--- src/verilog/dpc_regs.svh ---
/*
 Named codes, bit positions and reset values of the DDR2 pin interface.
 Assumes inclusion by the package and by the core; definitions only.
*/
`ifndef DPC_REGS_SVH
`define DPC_REGS_SVH

// Command codes on {ras_n, cas_n, we_n} while chip select is low
`define DPC_CMD_MRS 3'h0
`define DPC_CMD_REF 3'h1
`define DPC_CMD_PRE 3'h2
`define DPC_CMD_ACT 3'h3
`define DPC_CMD_WR 3'h4
`define DPC_CMD_RD 3'h5
`define DPC_CMD_RSV 3'h6
`define DPC_CMD_NOP 3'h7

// Mode register choice by bank address
`define DPC_SEL_MR 2'h0
`define DPC_SEL_EMR1 2'h1
`define DPC_SEL_EMR2 2'h2
`define DPC_SEL_EMR3 2'h3

`define DPC_AP_BIT 10
`define DPC_COL_MSB 9
`define DPC_EMR1_DQSN_OFF_BIT 10
`define DPC_EMR1_RDQS_EN_BIT 11
`define DPC_MR_BL_MSB 2
`define DPC_BL8_CODE 3'h3
`define DPC_BEATS_BL4 4'h4
`define DPC_BEATS_BL8 4'h8
`define DPC_MODE_RST 13'h0000

`define DPC_FIFO_DEPTH 8
`define DPC_FIFO_WIDTH 20
`define DPC_SYNC_W 33

`endif

--- src/verilog/dpc_pkg.sv ---
/*
 Types shared by the DDR2 pin interface modules.
 Assumes dpc_regs.svh is on the include path.
*/
package dpc_pkg;
`include "dpc_regs.svh"

typedef enum logic [2:0] {
    DPC_MRS = `DPC_CMD_MRS,
    DPC_REF = `DPC_CMD_REF,
    DPC_PRE = `DPC_CMD_PRE,
    DPC_ACT = `DPC_CMD_ACT,
    DPC_WR = `DPC_CMD_WR,
    DPC_RD = `DPC_CMD_RD,
    DPC_RSV = `DPC_CMD_RSV,
    DPC_NOP = `DPC_CMD_NOP
} dpc_cmd_t;

// Gray sequence idle, preamble, burst, postamble
typedef enum logic [1:0] {
    RD_IDLE = 2'h0,
    RD_PRE = 2'h1,
    RD_BURST = 2'h3,
    RD_POST = 2'h2
} dpc_rd_state_t;

endpackage

--- src/verilog/dpc_stream_if.sv ---
/*
 Valid/ready word carrier between the core and its write FIFO.
 Assumes both ends run on the same clock.
*/
`timescale 1ns/100ps
`include "dpc_regs.svh"
interface dpc_stream_if #(parameter int WIDTH = `DPC_FIFO_WIDTH);
    logic valid;
    logic ready;
    logic [WIDTH-1:0] data;
    modport src (output valid, output data, input ready);
    modport snk (input valid, input data, output ready);
endinterface

--- src/verilog/dpc_fifo.sv ---
/*
 Synchronous FIFO with valid/ready on both sides.
 Assumes DEPTH is a power of two; one clock, asynchronous active-low reset.
*/
`timescale 1ns/100ps
`include "dpc_regs.svh"
module dpc_fifo #(
    parameter int WIDTH = `DPC_FIFO_WIDTH,
    parameter int DEPTH = `DPC_FIFO_DEPTH
) (
    input wire logic i_clk,
    input wire logic i_rst_b,
    dpc_stream_if.snk s_in,
    dpc_stream_if.src s_out
);
    localparam int AW = $clog2(DEPTH);
    localparam logic [AW:0] FULL_CNT = (AW + 1)'(DEPTH);

    logic [WIDTH-1:0] mem [DEPTH];
    logic [AW-1:0] wr_ptr_reg;
    logic [AW-1:0] rd_ptr_reg;
    logic [AW:0] count_reg;
    logic push;
    logic pop;

    assign s_in.ready = (count_reg != FULL_CNT);
    assign s_out.valid = (count_reg != '0);
    assign s_out.data = mem[rd_ptr_reg];
    assign push = s_in.valid && s_in.ready;
    assign pop = s_out.valid && s_out.ready;

    // Storage carries no reset; only the pointers and count_reg define what is valid
    always_ff @(posedge i_clk) begin
        if (push) begin
            mem[wr_ptr_reg] <= s_in.data;
        end
    end

    always_ff @(posedge i_clk or negedge i_rst_b) begin
        if (!i_rst_b) begin
            wr_ptr_reg <= '0;
            rd_ptr_reg <= '0;
            count_reg <= '0;
        end else begin
            if (push) begin
                wr_ptr_reg <= wr_ptr_reg + 1'b1;
            end
            if (pop) begin
                rd_ptr_reg <= rd_ptr_reg + 1'b1;
            end
            if (push && !pop) begin
                count_reg <= count_reg + 1'b1;
            end else if (pop && !push) begin
                count_reg <= count_reg - 1'b1;
            end
        end
    end
endmodule

--- src/verilog/dpc_pin_core.sv ---
/*
 Device-side pin logic of an 8-bit DDR2 SDRAM: command decode, mode
 registers, termination and clock-enable state, read strobes and data,
 write capture with masking into a FIFO.
 Assumes all pin inputs are asynchronous to i_clk (100 MHz) and the pin
 clock is slow enough (125 ns period in the bench) to be oversampled.
*/
// Operation
// RULE_01 - Active, read, write, precharge apply to bank given by bank address.
// RULE_02 - Mode-register command uses bank address to pick the target register.
// RULE_03 - Termination enable follows the registered termination input.
// RULE_04 - Device drives strobe with read data, edges aligned to data.
// RULE_05 - Controller drives strobe centred in write data bits.
// RULE_06 - Complementary strobe used only when extended register 1 bit 10 is zero.
// RULE_07 - Chip select high masks every command.
// RULE_08 - Command decoded from chip select, row, column and write strobes.
// RULE_09 - Write bytes with mask high are not stored.
// RULE_10 - Mask aligned to data, sampled on both strobe edges.
// RULE_11 - Bit 11 of extended register 1 makes mask pin a read strobe.
// RULE_12 - Read strobe enabled disables write masking entirely.
// RULE_13 - Complementary read strobe only with read strobe and differential mode.
// RULE_14 - Address and control sampled at rising clock crossing.
// RULE_15 - Read data timed on both clock crossing directions.
// RULE_16 - Clock enable registered high activates clocking, low deactivates.
// RULE_17 - Row uses A0-A12; column A0-A9, A10 is auto-precharge.
// RULE_18 - Bank address 0,1,2,3 selects base, extended 1, 2, 3.
// RULE_19 - Eight-bit bidirectional data bus, device drives during reads.
`timescale 1ns/100ps
`include "dpc_regs.svh"
module dpc_pin_core (
    input wire logic i_clk,
    input wire logic i_rst_b,
    input wire logic i_ck,
    input wire logic i_ck_n,
    input wire logic i_cke,
    input wire logic i_cs_n,
    input wire logic i_ras_n,
    input wire logic i_cas_n,
    input wire logic i_we_n,
    input wire logic [1:0] i_ba,
    input wire logic [12:0] i_a,
    input wire logic i_odt,
    input wire logic [7:0] i_dq,
    output logic [7:0] o_dq,
    output logic o_dq_oe,
    input wire logic i_dqs,
    output logic o_dqs,
    output logic o_dqs_oe,
    output logic o_dqs_n,
    output logic o_dqs_n_oe,
    input wire logic i_dm,
    output logic o_rdqs,
    output logic o_rdqs_oe,
    output logic o_rdqs_n,
    output logic o_rdqs_n_oe,
    output logic o_odt_en,
    output logic o_clk_active,
    output logic o_cmd_valid,
    output dpc_pkg::dpc_cmd_t o_cmd,
    output logic [1:0] o_cmd_bank,
    output logic [12:0] o_cmd_addr,
    output logic o_cmd_auto_pre,
    output logic [12:0] o_mr,
    output logic [12:0] o_emr1,
    output logic [12:0] o_emr2,
    output logic [12:0] o_emr3,
    output logic [1:0] o_rd_bank,
    output logic [9:0] o_rd_col,
    input wire logic [7:0] i_rd_data,
    output logic o_wr_valid,
    output logic [1:0] o_wr_bank,
    output logic [9:0] o_wr_col,
    output logic [7:0] o_wr_data,
    input wire logic i_wr_ready,
    output logic o_wr_drop,
    input wire logic i_drop_clr
);
    logic [`DPC_SYNC_W-1:0] sync1_reg;
    logic [`DPC_SYNC_W-1:0] sync2_reg;
    logic ck_s, ck_n_s, cke_s, cs_n_s, ras_n_s, cas_n_s, we_n_s, odt_s, dqs_s, dm_s;
    logic [1:0] ba_s;
    logic [12:0] a_s;
    logic [7:0] dq_s;
    logic ck_lvl, ck_lvl_reg, ck_rise, ck_edge;
    logic dqs_prev_reg, dqs_edge;
    logic [2:0] cmd_code;
    logic cmd_taken, cmd_report, is_mrs, is_rd, is_wr;
    logic [3:0] burst_beats;
    logic diff_en, rdqs_en;
    dpc_pkg::dpc_rd_state_t rd_state_reg, rd_state_next;
    logic [3:0] rd_left_reg, rd_left_next;
    logic [1:0] rd_bank_next;
    logic [9:0] rd_col_next;
    logic beat_out;
    logic [7:0] dq_next;
    logic dq_oe_next, dqs_next, dqs_oe_next;
    logic wr_active_reg;
    logic [3:0] wr_left_reg;
    logic [9:0] wr_col_reg;
    logic [1:0] wr_bank_reg;
    logic beat_in, masked, drop;

    dpc_stream_if #(.WIDTH(`DPC_FIFO_WIDTH)) wr_in ();
    dpc_stream_if #(.WIDTH(`DPC_FIFO_WIDTH)) wr_out ();

    // All pins pass two flops; the first stage feeds nothing but the second
    always_ff @(posedge i_clk or negedge i_rst_b) begin
        if (!i_rst_b) begin
            sync1_reg <= '0;
            sync2_reg <= '0;
        end else begin
            sync1_reg <= {i_ck, i_ck_n, i_cke, i_cs_n, i_ras_n, i_cas_n, i_we_n,
                          i_ba, i_a, i_odt, i_dq, i_dqs, i_dm};
            sync2_reg <= sync1_reg;
        end
    end

    assign {ck_s, ck_n_s, cke_s, cs_n_s, ras_n_s, cas_n_s, we_n_s,
            ba_s, a_s, odt_s, dq_s, dqs_s, dm_s} = sync2_reg;

    // Both halves pass the same stages, so the crossing keeps its place
    assign ck_lvl = ck_s & ~ck_n_s;
    assign ck_rise = ck_lvl & ~ck_lvl_reg; // see RULE_14
    assign ck_edge = ck_lvl ^ ck_lvl_reg; // see RULE_15
    assign dqs_edge = dqs_s ^ dqs_prev_reg; // see RULE_10

    assign cmd_code = {ras_n_s, cas_n_s, we_n_s}; // see RULE_08
    assign cmd_taken = ck_rise && cke_s && !cs_n_s; // see RULE_07
    assign cmd_report = cmd_taken && (cmd_code != `DPC_CMD_NOP);
    assign is_mrs = cmd_taken && (cmd_code == `DPC_CMD_MRS);
    assign is_rd = cmd_taken && (cmd_code == `DPC_CMD_RD);
    assign is_wr = cmd_taken && (cmd_code == `DPC_CMD_WR);

    assign burst_beats = (o_mr[`DPC_MR_BL_MSB:0] == `DPC_BL8_CODE) ?
                         `DPC_BEATS_BL8 : `DPC_BEATS_BL4;
    assign diff_en = ~o_emr1[`DPC_EMR1_DQSN_OFF_BIT];
    assign rdqs_en = o_emr1[`DPC_EMR1_RDQS_EN_BIT];

    always_ff @(posedge i_clk or negedge i_rst_b) begin
        if (!i_rst_b) begin
            ck_lvl_reg <= 1'b0;
            dqs_prev_reg <= 1'b0;
        end else begin
            ck_lvl_reg <= ck_lvl;
            dqs_prev_reg <= dqs_s;
        end
    end

    // Termination and clock enable take effect only at a rising crossing
    always_ff @(posedge i_clk or negedge i_rst_b) begin
        if (!i_rst_b) begin
            o_odt_en <= 1'b0;
            o_clk_active <= 1'b0;
        end else if (ck_rise) begin
            o_odt_en <= odt_s; // see RULE_03
            o_clk_active <= cke_s; // see RULE_16
        end
    end

    always_ff @(posedge i_clk or negedge i_rst_b) begin
        if (!i_rst_b) begin
            o_cmd_valid <= 1'b0;
            o_cmd <= dpc_pkg::DPC_NOP;
            o_cmd_bank <= 2'h0;
            o_cmd_addr <= 13'h0000;
            o_cmd_auto_pre <= 1'b0;
        end else begin
            o_cmd_valid <= cmd_report;
            if (cmd_report) begin
                o_cmd <= dpc_pkg::dpc_cmd_t'(cmd_code);
                o_cmd_bank <= ba_s; // see RULE_01
                o_cmd_addr <= a_s;
                o_cmd_auto_pre <= (is_rd || is_wr) && a_s[`DPC_AP_BIT]; // see RULE_17
            end
        end
    end

    // Undefined after power-up; reset to zero keeps single-ended strobes off
    always_ff @(posedge i_clk or negedge i_rst_b) begin
        if (!i_rst_b) begin
            o_mr <= `DPC_MODE_RST;
            o_emr1 <= `DPC_MODE_RST;
            o_emr2 <= `DPC_MODE_RST;
            o_emr3 <= `DPC_MODE_RST;
        end else if (is_mrs) begin
            case (ba_s) // see RULE_02 see RULE_18
                `DPC_SEL_MR: begin
                    o_mr <= a_s;
                end
                `DPC_SEL_EMR1: begin
                    o_emr1 <= a_s;
                end
                `DPC_SEL_EMR2: begin
                    o_emr2 <= a_s;
                end
                default: begin
                    o_emr3 <= a_s;
                end
            endcase
        end
    end

    // Read burst: one beat per clock crossing; reads during a burst are dropped
    always_comb begin
        rd_state_next = rd_state_reg;
        rd_left_next = rd_left_reg;
        rd_bank_next = o_rd_bank;
        rd_col_next = o_rd_col;
        beat_out = 1'b0;
        if (ck_edge) begin
            case (rd_state_reg)
                dpc_pkg::RD_IDLE: begin
                    if (is_rd) begin
                        rd_state_next = dpc_pkg::RD_PRE;
                        rd_left_next = burst_beats;
                        rd_bank_next = ba_s; // see RULE_01
                        rd_col_next = a_s[`DPC_COL_MSB:0]; // see RULE_17
                    end
                end
                dpc_pkg::RD_PRE: begin
                    beat_out = 1'b1;
                    rd_state_next = dpc_pkg::RD_BURST;
                end
                dpc_pkg::RD_BURST: begin
                    if (rd_left_reg != 4'h0) begin
                        beat_out = 1'b1;
                    end else begin
                        rd_state_next = dpc_pkg::RD_POST;
                    end
                end
                default: begin
                    rd_state_next = dpc_pkg::RD_IDLE;
                end
            endcase
        end
        if (beat_out) begin
            rd_left_next = rd_left_reg - 4'h1;
            rd_col_next = o_rd_col + 10'h001;
        end
    end

    assign dq_next = beat_out ? i_rd_data : o_dq; // see RULE_15
    assign dq_oe_next = (rd_state_next == dpc_pkg::RD_BURST); // see RULE_19
    assign dqs_oe_next = (rd_state_next != dpc_pkg::RD_IDLE);
    // Strobe toggles in the same cycle as the data it marks
    assign dqs_next = beat_out ? ~o_dqs :
                      ((rd_state_next == dpc_pkg::RD_BURST) ? o_dqs : 1'b0); // see RULE_04

    always_ff @(posedge i_clk or negedge i_rst_b) begin
        if (!i_rst_b) begin
            rd_state_reg <= dpc_pkg::RD_IDLE;
            rd_left_reg <= 4'h0;
            o_rd_bank <= 2'h0;
            o_rd_col <= 10'h000;
        end else begin
            rd_state_reg <= rd_state_next;
            rd_left_reg <= rd_left_next;
            o_rd_bank <= rd_bank_next;
            o_rd_col <= rd_col_next;
        end
    end

    always_ff @(posedge i_clk or negedge i_rst_b) begin
        if (!i_rst_b) begin
            o_dq <= 8'h00;
            o_dq_oe <= 1'b0;
            o_dqs <= 1'b0;
            o_dqs_oe <= 1'b0;
            o_dqs_n <= 1'b1;
            o_dqs_n_oe <= 1'b0;
            o_rdqs <= 1'b0;
            o_rdqs_oe <= 1'b0;
            o_rdqs_n <= 1'b1;
            o_rdqs_n_oe <= 1'b0;
        end else begin
            o_dq <= dq_next;
            o_dq_oe <= dq_oe_next;
            o_dqs <= dqs_next;
            o_dqs_oe <= dqs_oe_next;
            o_dqs_n <= ~dqs_next;
            o_dqs_n_oe <= dqs_oe_next && diff_en; // see RULE_06
            o_rdqs <= dqs_next;
            o_rdqs_oe <= dqs_oe_next && rdqs_en; // see RULE_11
            o_rdqs_n <= ~dqs_next;
            o_rdqs_n_oe <= dqs_oe_next && rdqs_en && diff_en; // see RULE_13
        end
    end

    // Write capture relies on the controller centring its strobe in each bit;
    // while the device drives the strobe the input only echoes it
    assign beat_in = wr_active_reg && dqs_edge && !o_dqs_oe; // see RULE_05 see RULE_10
    assign masked = dm_s && !rdqs_en; // see RULE_12
    assign wr_in.valid = beat_in && !masked; // see RULE_09
    assign wr_in.data = {wr_bank_reg, wr_col_reg, dq_s};
    // A stalled FIFO cannot hold back the pins, so the beat is lost and flagged
    assign drop = wr_in.valid && !wr_in.ready;

    always_ff @(posedge i_clk or negedge i_rst_b) begin
        if (!i_rst_b) begin
            wr_active_reg <= 1'b0;
            wr_left_reg <= 4'h0;
            wr_col_reg <= 10'h000;
            wr_bank_reg <= 2'h0;
        end else if (is_wr) begin
            wr_active_reg <= 1'b1;
            wr_left_reg <= burst_beats;
            wr_col_reg <= a_s[`DPC_COL_MSB:0]; // see RULE_17
            wr_bank_reg <= ba_s; // see RULE_01
        end else if (beat_in) begin
            wr_left_reg <= wr_left_reg - 4'h1;
            wr_col_reg <= wr_col_reg + 10'h001;
            wr_active_reg <= (wr_left_reg != 4'h1);
        end
    end

    always_ff @(posedge i_clk or negedge i_rst_b) begin
        if (!i_rst_b) begin
            o_wr_drop <= 1'b0;
        end else if (drop) begin
            o_wr_drop <= 1'b1;
        end else if (i_drop_clr) begin
            o_wr_drop <= 1'b0;
        end
    end

    dpc_fifo #(
        .WIDTH(`DPC_FIFO_WIDTH),
        .DEPTH(`DPC_FIFO_DEPTH)
    ) u_wr_fifo (
        .i_clk(i_clk),
        .i_rst_b(i_rst_b),
        .s_in(wr_in.snk),
        .s_out(wr_out.src)
    );

    assign wr_out.ready = i_wr_ready;
    assign o_wr_valid = wr_out.valid;
    assign {o_wr_bank, o_wr_col, o_wr_data} = wr_out.data;
endmodule

--- config.mk ---
export PLATFORM = sky130hd
export DESIGN_NAME = dpc_pin_core
export DESIGN_NICKNAME = d
export VERILOG_FILES = /design/src/verilog/dpc_pkg.sv /design/src/verilog/dpc_stream_if.sv /design/src/verilog/dpc_fifo.sv /design/src/verilog/dpc_pin_core.sv
export VERILOG_INCLUDE_DIRS = /design/src /design/src/verilog
export SDC_FILE = /design/constraint.sdc
export NUM_CORES = 1
export LEC_CHECK = 0
export BUFFER_PORTS_ARGS = -buffer_cell sky130_fd_sc_hd__buf_4
export CAP_MARGIN = 30
export CELL_PAD_IN_SITES_DETAIL_PLACEMENT = 0
export CELL_PAD_IN_SITES_GLOBAL_PLACEMENT = 1
export CORE_MARGIN = 10
export CORE_UTILIZATION = 52
export DETAILED_ROUTE_END_ITERATION = 16
export MAX_ROUTING_LAYER = met4
export PLACE_DENSITY = 0.91
export SYNTH_ARGS = -nofsm -noshare
export SYNTH_HDL_FRONTEND = slang
export SYNTH_SLANG_ARGS = --single-unit
--- constraint.sdc ---
create_clock -name i_clk -period 8.8 [get_ports i_clk]
set_clock_uncertainty 0.1 [all_clocks]
set_input_delay 0.88 -clock i_clk [delete_from_list [all_inputs] [get_ports i_clk]]
set_output_delay 0.88 -clock i_clk [all_outputs]
set_load 0.01 [all_outputs]
# Yosys cells after proc, flatten, opt, wreduce, memory -nomap -nowiden
# Memories as Yosys holds them, arrays and structs flattened.
# Cells that the tools add are included.
# W data, S select, Z words.
[op_classes]
addsub = 8
multipliers = 0
mux = 30
magnitude_cmp = 0
reduce_logical = 46
n_bitwise = 10
n_div = 0
eq_ne = 11
shift = 0
[ops]
columns = ["operator", "count"]
rows = [
  ["$mux W10", 6],
  ["$mux W4", 9],
  ["$add A10 B1 Y10 const B", 2],
  ["$logic_and A1 B1 Y1", 19],
  ["$reduce_bool A2 Y1", 7],
  ["$sub A4 B1 Y4 const B", 3],
  ["$mux W1", 10],
  ["$reduce_and A2 Y1", 4],
  ["$reduce_bool A4 Y1", 2],
  ["$logic_not A1 Y1", 7],
  ["$add A3 B1 Y3 const B", 2],
  ["$eq A2 B2 Y1 const B", 3],
  ["$eq A3 B3 Y1 const B", 2],
  ["$mux W2", 3],
  ["$not A1 Y1", 6],
  ["$pmux W2 S3", 1],
  ["$reduce_and A3 Y1", 2],
  ["$add A4 B1 Y4 const B", 1],
  ["$eq A2 B1 Y1 const B", 2],
  ["$logic_not A2 Y1", 2],
  ["$ne A4 B1 Y1 const B", 1],
  ["$ne A4 B4 Y1 const B", 1],
  ["$eq A3 B2 Y1 const B", 1],
  ["$logic_not A3 Y1", 1],
  ["6 further kinds", 8],
]
[totals]
ram_bits = 160
out_inout_bits = 125
latchBits = 0
rom_bits = 0
n_memories = 1
reg_bits = 203
[mem_list]
columns = ["memory", "depth", "word_bits", "rd", "rd_clocked_by_memory_dff", "write_ports", "line_no", "rtl"]
rows = [
  ["u_wr_fifo.mem", 8, 20, 1, 0, 1, "dpc_fifo.sv:19", "logic [WIDTH-1:0] mem [DEPTH];"],
]

# Longest topological paths before layout
[logic_depth]
word_depth = 13
ltp_mapped = 10

# Hierarchy
# A second synthesis with hierarchy kept.
[hier_totals]
cells_unflattened = 813
hier_area_um2 = 13749.4
[modules_own_cells]
columns = ["mod", "n_inst", "area_per_inst_um2", "cells_each", "seq_area_each_um2"]
rows = [
  ["dpc_pin_core", 1, 6955.4, 519, 4834.6],
  ["dpc_fifo", 1, 6794.0, 294, 5054.8],
]

# Least setup slack after synthesis
# OpenSTA, ideal clock, no wires.
[synth_path]
path_type = "register to register"
startpoint = "register o_dqs_oe"
endpoint = "memory u_wr_fifo.mem[4][0] in the netlist's numbering, enable pin"
t_arrival_ps = 2729
path_slack_ps = 5549
setup_time_ps = 422
path_buffers = 0
period_less_slack_ps = 3251
path_stages_with_launch = 5
cell_sequence = "dfrtp_1 nand2b_1 a2111oi_4 nand2_1 nor3_1"
[synth_between]
elab_chain_len = 6
[synth_rtl]
columns = ["element", "line_no", "rtl"]
rows = [
  ["start: declaration", "dpc_pin_core.sv:48", "output logic o_dqs_oe,"],
  ["start signal: assignment", "dpc_pin_core.sv:279", "o_dqs_oe <= dqs_oe_next;"],
  ["$logic_not A1 Y1", "dpc_pin_core.sv:291", "assign beat_in = wr_active_reg && dqs_edge && !o_dqs_oe;"],
  ["$logic_and A1 B1 Y1", "dpc_pin_core.sv:291", ""],
  ["$logic_and A1 B1 Y1", "dpc_pin_core.sv:293", "assign wr_in.valid = beat_in && !masked;"],
  ["$logic_and A1 B1 Y1", "dpc_fifo.sv:29", "assign push = s_in.valid && s_in.ready;"],
  ["net u_wr_fifo.push", "dpc_fifo.sv:23", "logic push;"],
  ["$mux W1", "dpc_fifo.sv:34", "if (push) begin"],
  ["$mux W1 (not written as such)", "dpc_fifo.sv:35", "mem[wr_ptr_reg] <= s_in.data;"],
  ["end: declaration", "dpc_fifo.sv:19", ""],
]
# The timed path passes the listed nets, and every way through them passes these cells.

# Worst setup path in the final report
[layout_path]
startpoint = "register u_wr_fifo.rd_ptr_reg[0]"
endpoint = "output o_wr_col[6]"
[layout_between]
elab_chain_len = 1
[layout_rtl]
columns = ["element", "line_no", "rtl"]
rows = [
  ["start: declaration", "dpc_fifo.sv:21", "logic [AW-1:0] rd_ptr_reg;"],
  ["start signal: assignment", "dpc_fifo.sv:49", "rd_ptr_reg <= rd_ptr_reg + 1'b1;"],
  ["$mem_v2 Z8 W20", "n/a", ""],
  ["end: declaration", "dpc_pin_core.sv:72", "output logic [9:0] o_wr_col,"],
]
# Every way passes these cells.

==> results_dict.tcl <==
set metrics [dict create \
    clockPowerShare_pct 33.1 \
    async_flop_share_pct 55.9 \
    leakage_nw 6.95 \
    hpwlAfterDp_um 20000 \
    crit_fanout 38 \
    postCtsHoldBufs 0 \
    synth-xor-area-share_pct 1.09 \
    grt_max_degree 78 \
    p_comb_share_pct 21.4 \
    yosys.area.top_type_share_pct 36.3 \
    fp.coreArea_um2 26000 \
    synthDistinctLibCells 60 \
    grt_overflow 0 \
    required_ns 7.82 \
    synth_top_family_by_area "multiplexers" \
    die_h_um 182 \
    fin_setup_tns_ns 0 \
    grt_use_total_pct 18.9 \
    path_class "register to output port" \
    vdd_drop_max_v 0.000218 \
    rows 59 \
    slew_headroom_pct 31.8 \
    n_fill_cell 1867 \
    finalCritPeriodShare_pct 41.3 \
    period_needed_ns 3.63 \
    cts_buffer_depth 3 \
    synth_area_leaders "dfrtp_1, edfxtp_1, mux4_2" \
    yosys.area_share.simple_pct 7.58 \
    fmax_ghz 0.275 \
    setup_violations 0 \
    ctsHtreeMaxLevel 2 \
    antenna_found_initial 0 \
    fp.dieW_um 182 \
    start_util_pct 52.7 \
    cts_made_buffers 37 \
    syn_nets 887 \
    yosysTopAreaCell "dfrtp_1" \
    switchingPower_w 0.00128 \
    wl_per_cell_um 22.2 \
    cts_tree "yes" \
    ys_top_cells_by_count "dfrtp_1, edfxtp_1, nand2_1" \
    antennaDiodeCount 0 \
    worstMarginPinSlew_ns 1.02 \
    swShare_pct 27.3 \
    grt_pass1_vias 8191 \
    area_delta_synth_final_pct 21.4 \
    largest_reg_flops 160 \
    hp-class "input port to async pin" \
    routed_via_density 5.53 \
    wl_um 30800 \
    yosysMostFrequentCell "dfrtp_1" \
    synthMuxAreaShare_pct 13.3 \
    multi_input_area_um2 3630 \
    status "finished clean" \
    synth_compound_gate_area_share_pct 3.32 \
    post_cts_buffers 0 \
    netlist_area_um2 13700 \
    worstSkewPairLatency_ns 0.53 \
    yosysWarnings 0 \
    vias 7670 \
    postSynthAreaPerCell_um2 16.5 \
    grt_pass1_wl_um 47700 \
    seq_area_um2 9890 \
    final_cells 1387 \
    ys_seq_area_share_pct 72.2 \
    ys_seq_elements 363 \
    layout-drive-gt1-share_pct 35.8 \
    maxCapViolations 0 \
    gp_congestion 0.815 \
    hold_violations 0 \
    synth_edf_count 160 \
    sequentialPowerShare_pct 45.5 \
    cts.sinks 363 \
    crit_arrival_ns 2.65 \
    dp.cells 1320 \
    intPower_w 0.00342 \
    remaining_drc_errors 0 \
    path_clk_slew_ns 0.06 \
    cp-start-kind "register" \
    p_per_area_nw_per_um2 283 \
    timing.critical_path.to_type "output port" \
    ff2ff_path_depth 9 \
    synthAdderAreaFrac_pct 1.15 \
    ios 170 \
    dr.first_iter.drc_count 564 \
    portBuffers 169 \
    ant_nets 0 \
    dieArea_um2 33200 \
    synthCells 830 \
    rsz0062_at_grt "no" \
    post_cts_resized 0 \
    nNetsFinal 1082 \
    drt-pass1-iter-count 5 \
    ys.flop_type "dfrtp_1" \
    root_buffer "clkbuf_16" \
    maxSlewViolCount 0 \
]
## stage by stage
step                instance area, um2  hold slack, ns  util [%]  worst slack [ns]  power (W)
finish                           16600           0.232      64.0              5.17    0.00470
global route                     16600           0.248      64.0              5.00    0.00493
CTS                              16600           0.245      64.0              5.10    0.00475
detailed placement               15400           0.235      59.2              5.66    0.00319
global placement                 15400           0.232      59.1              5.73    0.00314
floorplan                        13700           0.231         -              5.55    0.00274
## final cells by class
class	instances	area share [%]
Clock buffer	50	6.22
Clock inverter	16	1.15
Inverter	13	0.293
Multi-Input combinational cell	424	21.8
Sequential cell	363	59.4
Tap cell	335	2.52
Timing Repair Buffer	186	8.57
## power groups by stage
stage	logic [W]	clock network [W]	registers (W)
2_1_floorplan	0.000616	0	0.00213
3_3_place_gp	0.000978	0	0.00217
3_5_place_dp	0.00103	0	0.00217
4_1_cts	0.00103	0.00158	0.00214
5_1_grt	0.00111	0.00166	0.00216
6_report	0.00101	0.00156	0.00214
## kinds of logic (layout without fill, tap and decap cells)
logic type | count (synthesis) | in the layout
flip-flops | 363 | 363
AND/OR/NAND/NOR | 212 | 212
multiplexers | 122 | 122
AO/OA/AOI/OAI | 61 | 61
buffers and inverters | 43 | 265
XOR/XNOR | 17 | 17
adder cells (fa/ha/maj) | 12 | 12
## worst paths after layout
path	to	startpoint	slack [ns]
max	o_wr_col[6]	u_wr_fifo.rd_ptr_reg[0]$_DFFE_PN0P_	5.17
min	sync1_reg[17]$_DFF_PN0_	i_rst_b	0.23
max reg2reg	u_wr_fifo.count_reg[3]$_DFFE_PN0P_	u_wr_fifo.count_reg[0]$_DFFE_PN0P_	5.72
min reg2reg	sync2_reg[23]$_DFF_PN0_	sync1_reg[23]$_DFF_PN0_	0.24
max in group asynchronous	u_wr_fifo.rd_ptr_reg[0]$_DFFE_PN0P_	i_rst_b	7.13
min in group i_clk	sync2_reg[23]$_DFF_PN0_	sync1_reg[23]$_DFF_PN0_	0.24
## critical path, cell delays in order (launching register included)
cell and delay, ns:
dfrtp_2 0.43, buf_4 0.63, mux4_2 0.61, mux2_2 0.31
buf_4 0.15
## cells in the final DEF, fill, tap and decap left out, drive strengths merged, types with 4 or more instances in the layout
cell type,synthesis,routed
clkbuf,9,51
clkinv,1,10
or3,4,4
nor2b,4,4
o21ai,21,21
xnor2,13,13
a221o,5,5
nor3,16,16
ha,11,11
nand4,5,5
inv,12,13
mux4,40,40
nand2,117,117
nand3,17,17
edfxtp,160,160
xor2,4,4
a21oi,10,10
nor3b,4,4
dfrtp,199,199
nand2b,7,7
nor2,13,13
dfstp,4,4
o21a,4,4
nor4,5,5
buf,21,185
mux2,77,77
nand3b,4,4
mux2i,5,5
## routing by layer
layer,vias up,track usage (%),wire [um]
met5,-,-,0
met4,0,4.95,637
met3,43,5.56,2220
met2,251,30.4,15200
met1,3918,23.1,12800
li1,3458,-,-
Note: power is estimated with default switching activity, not from simulation.
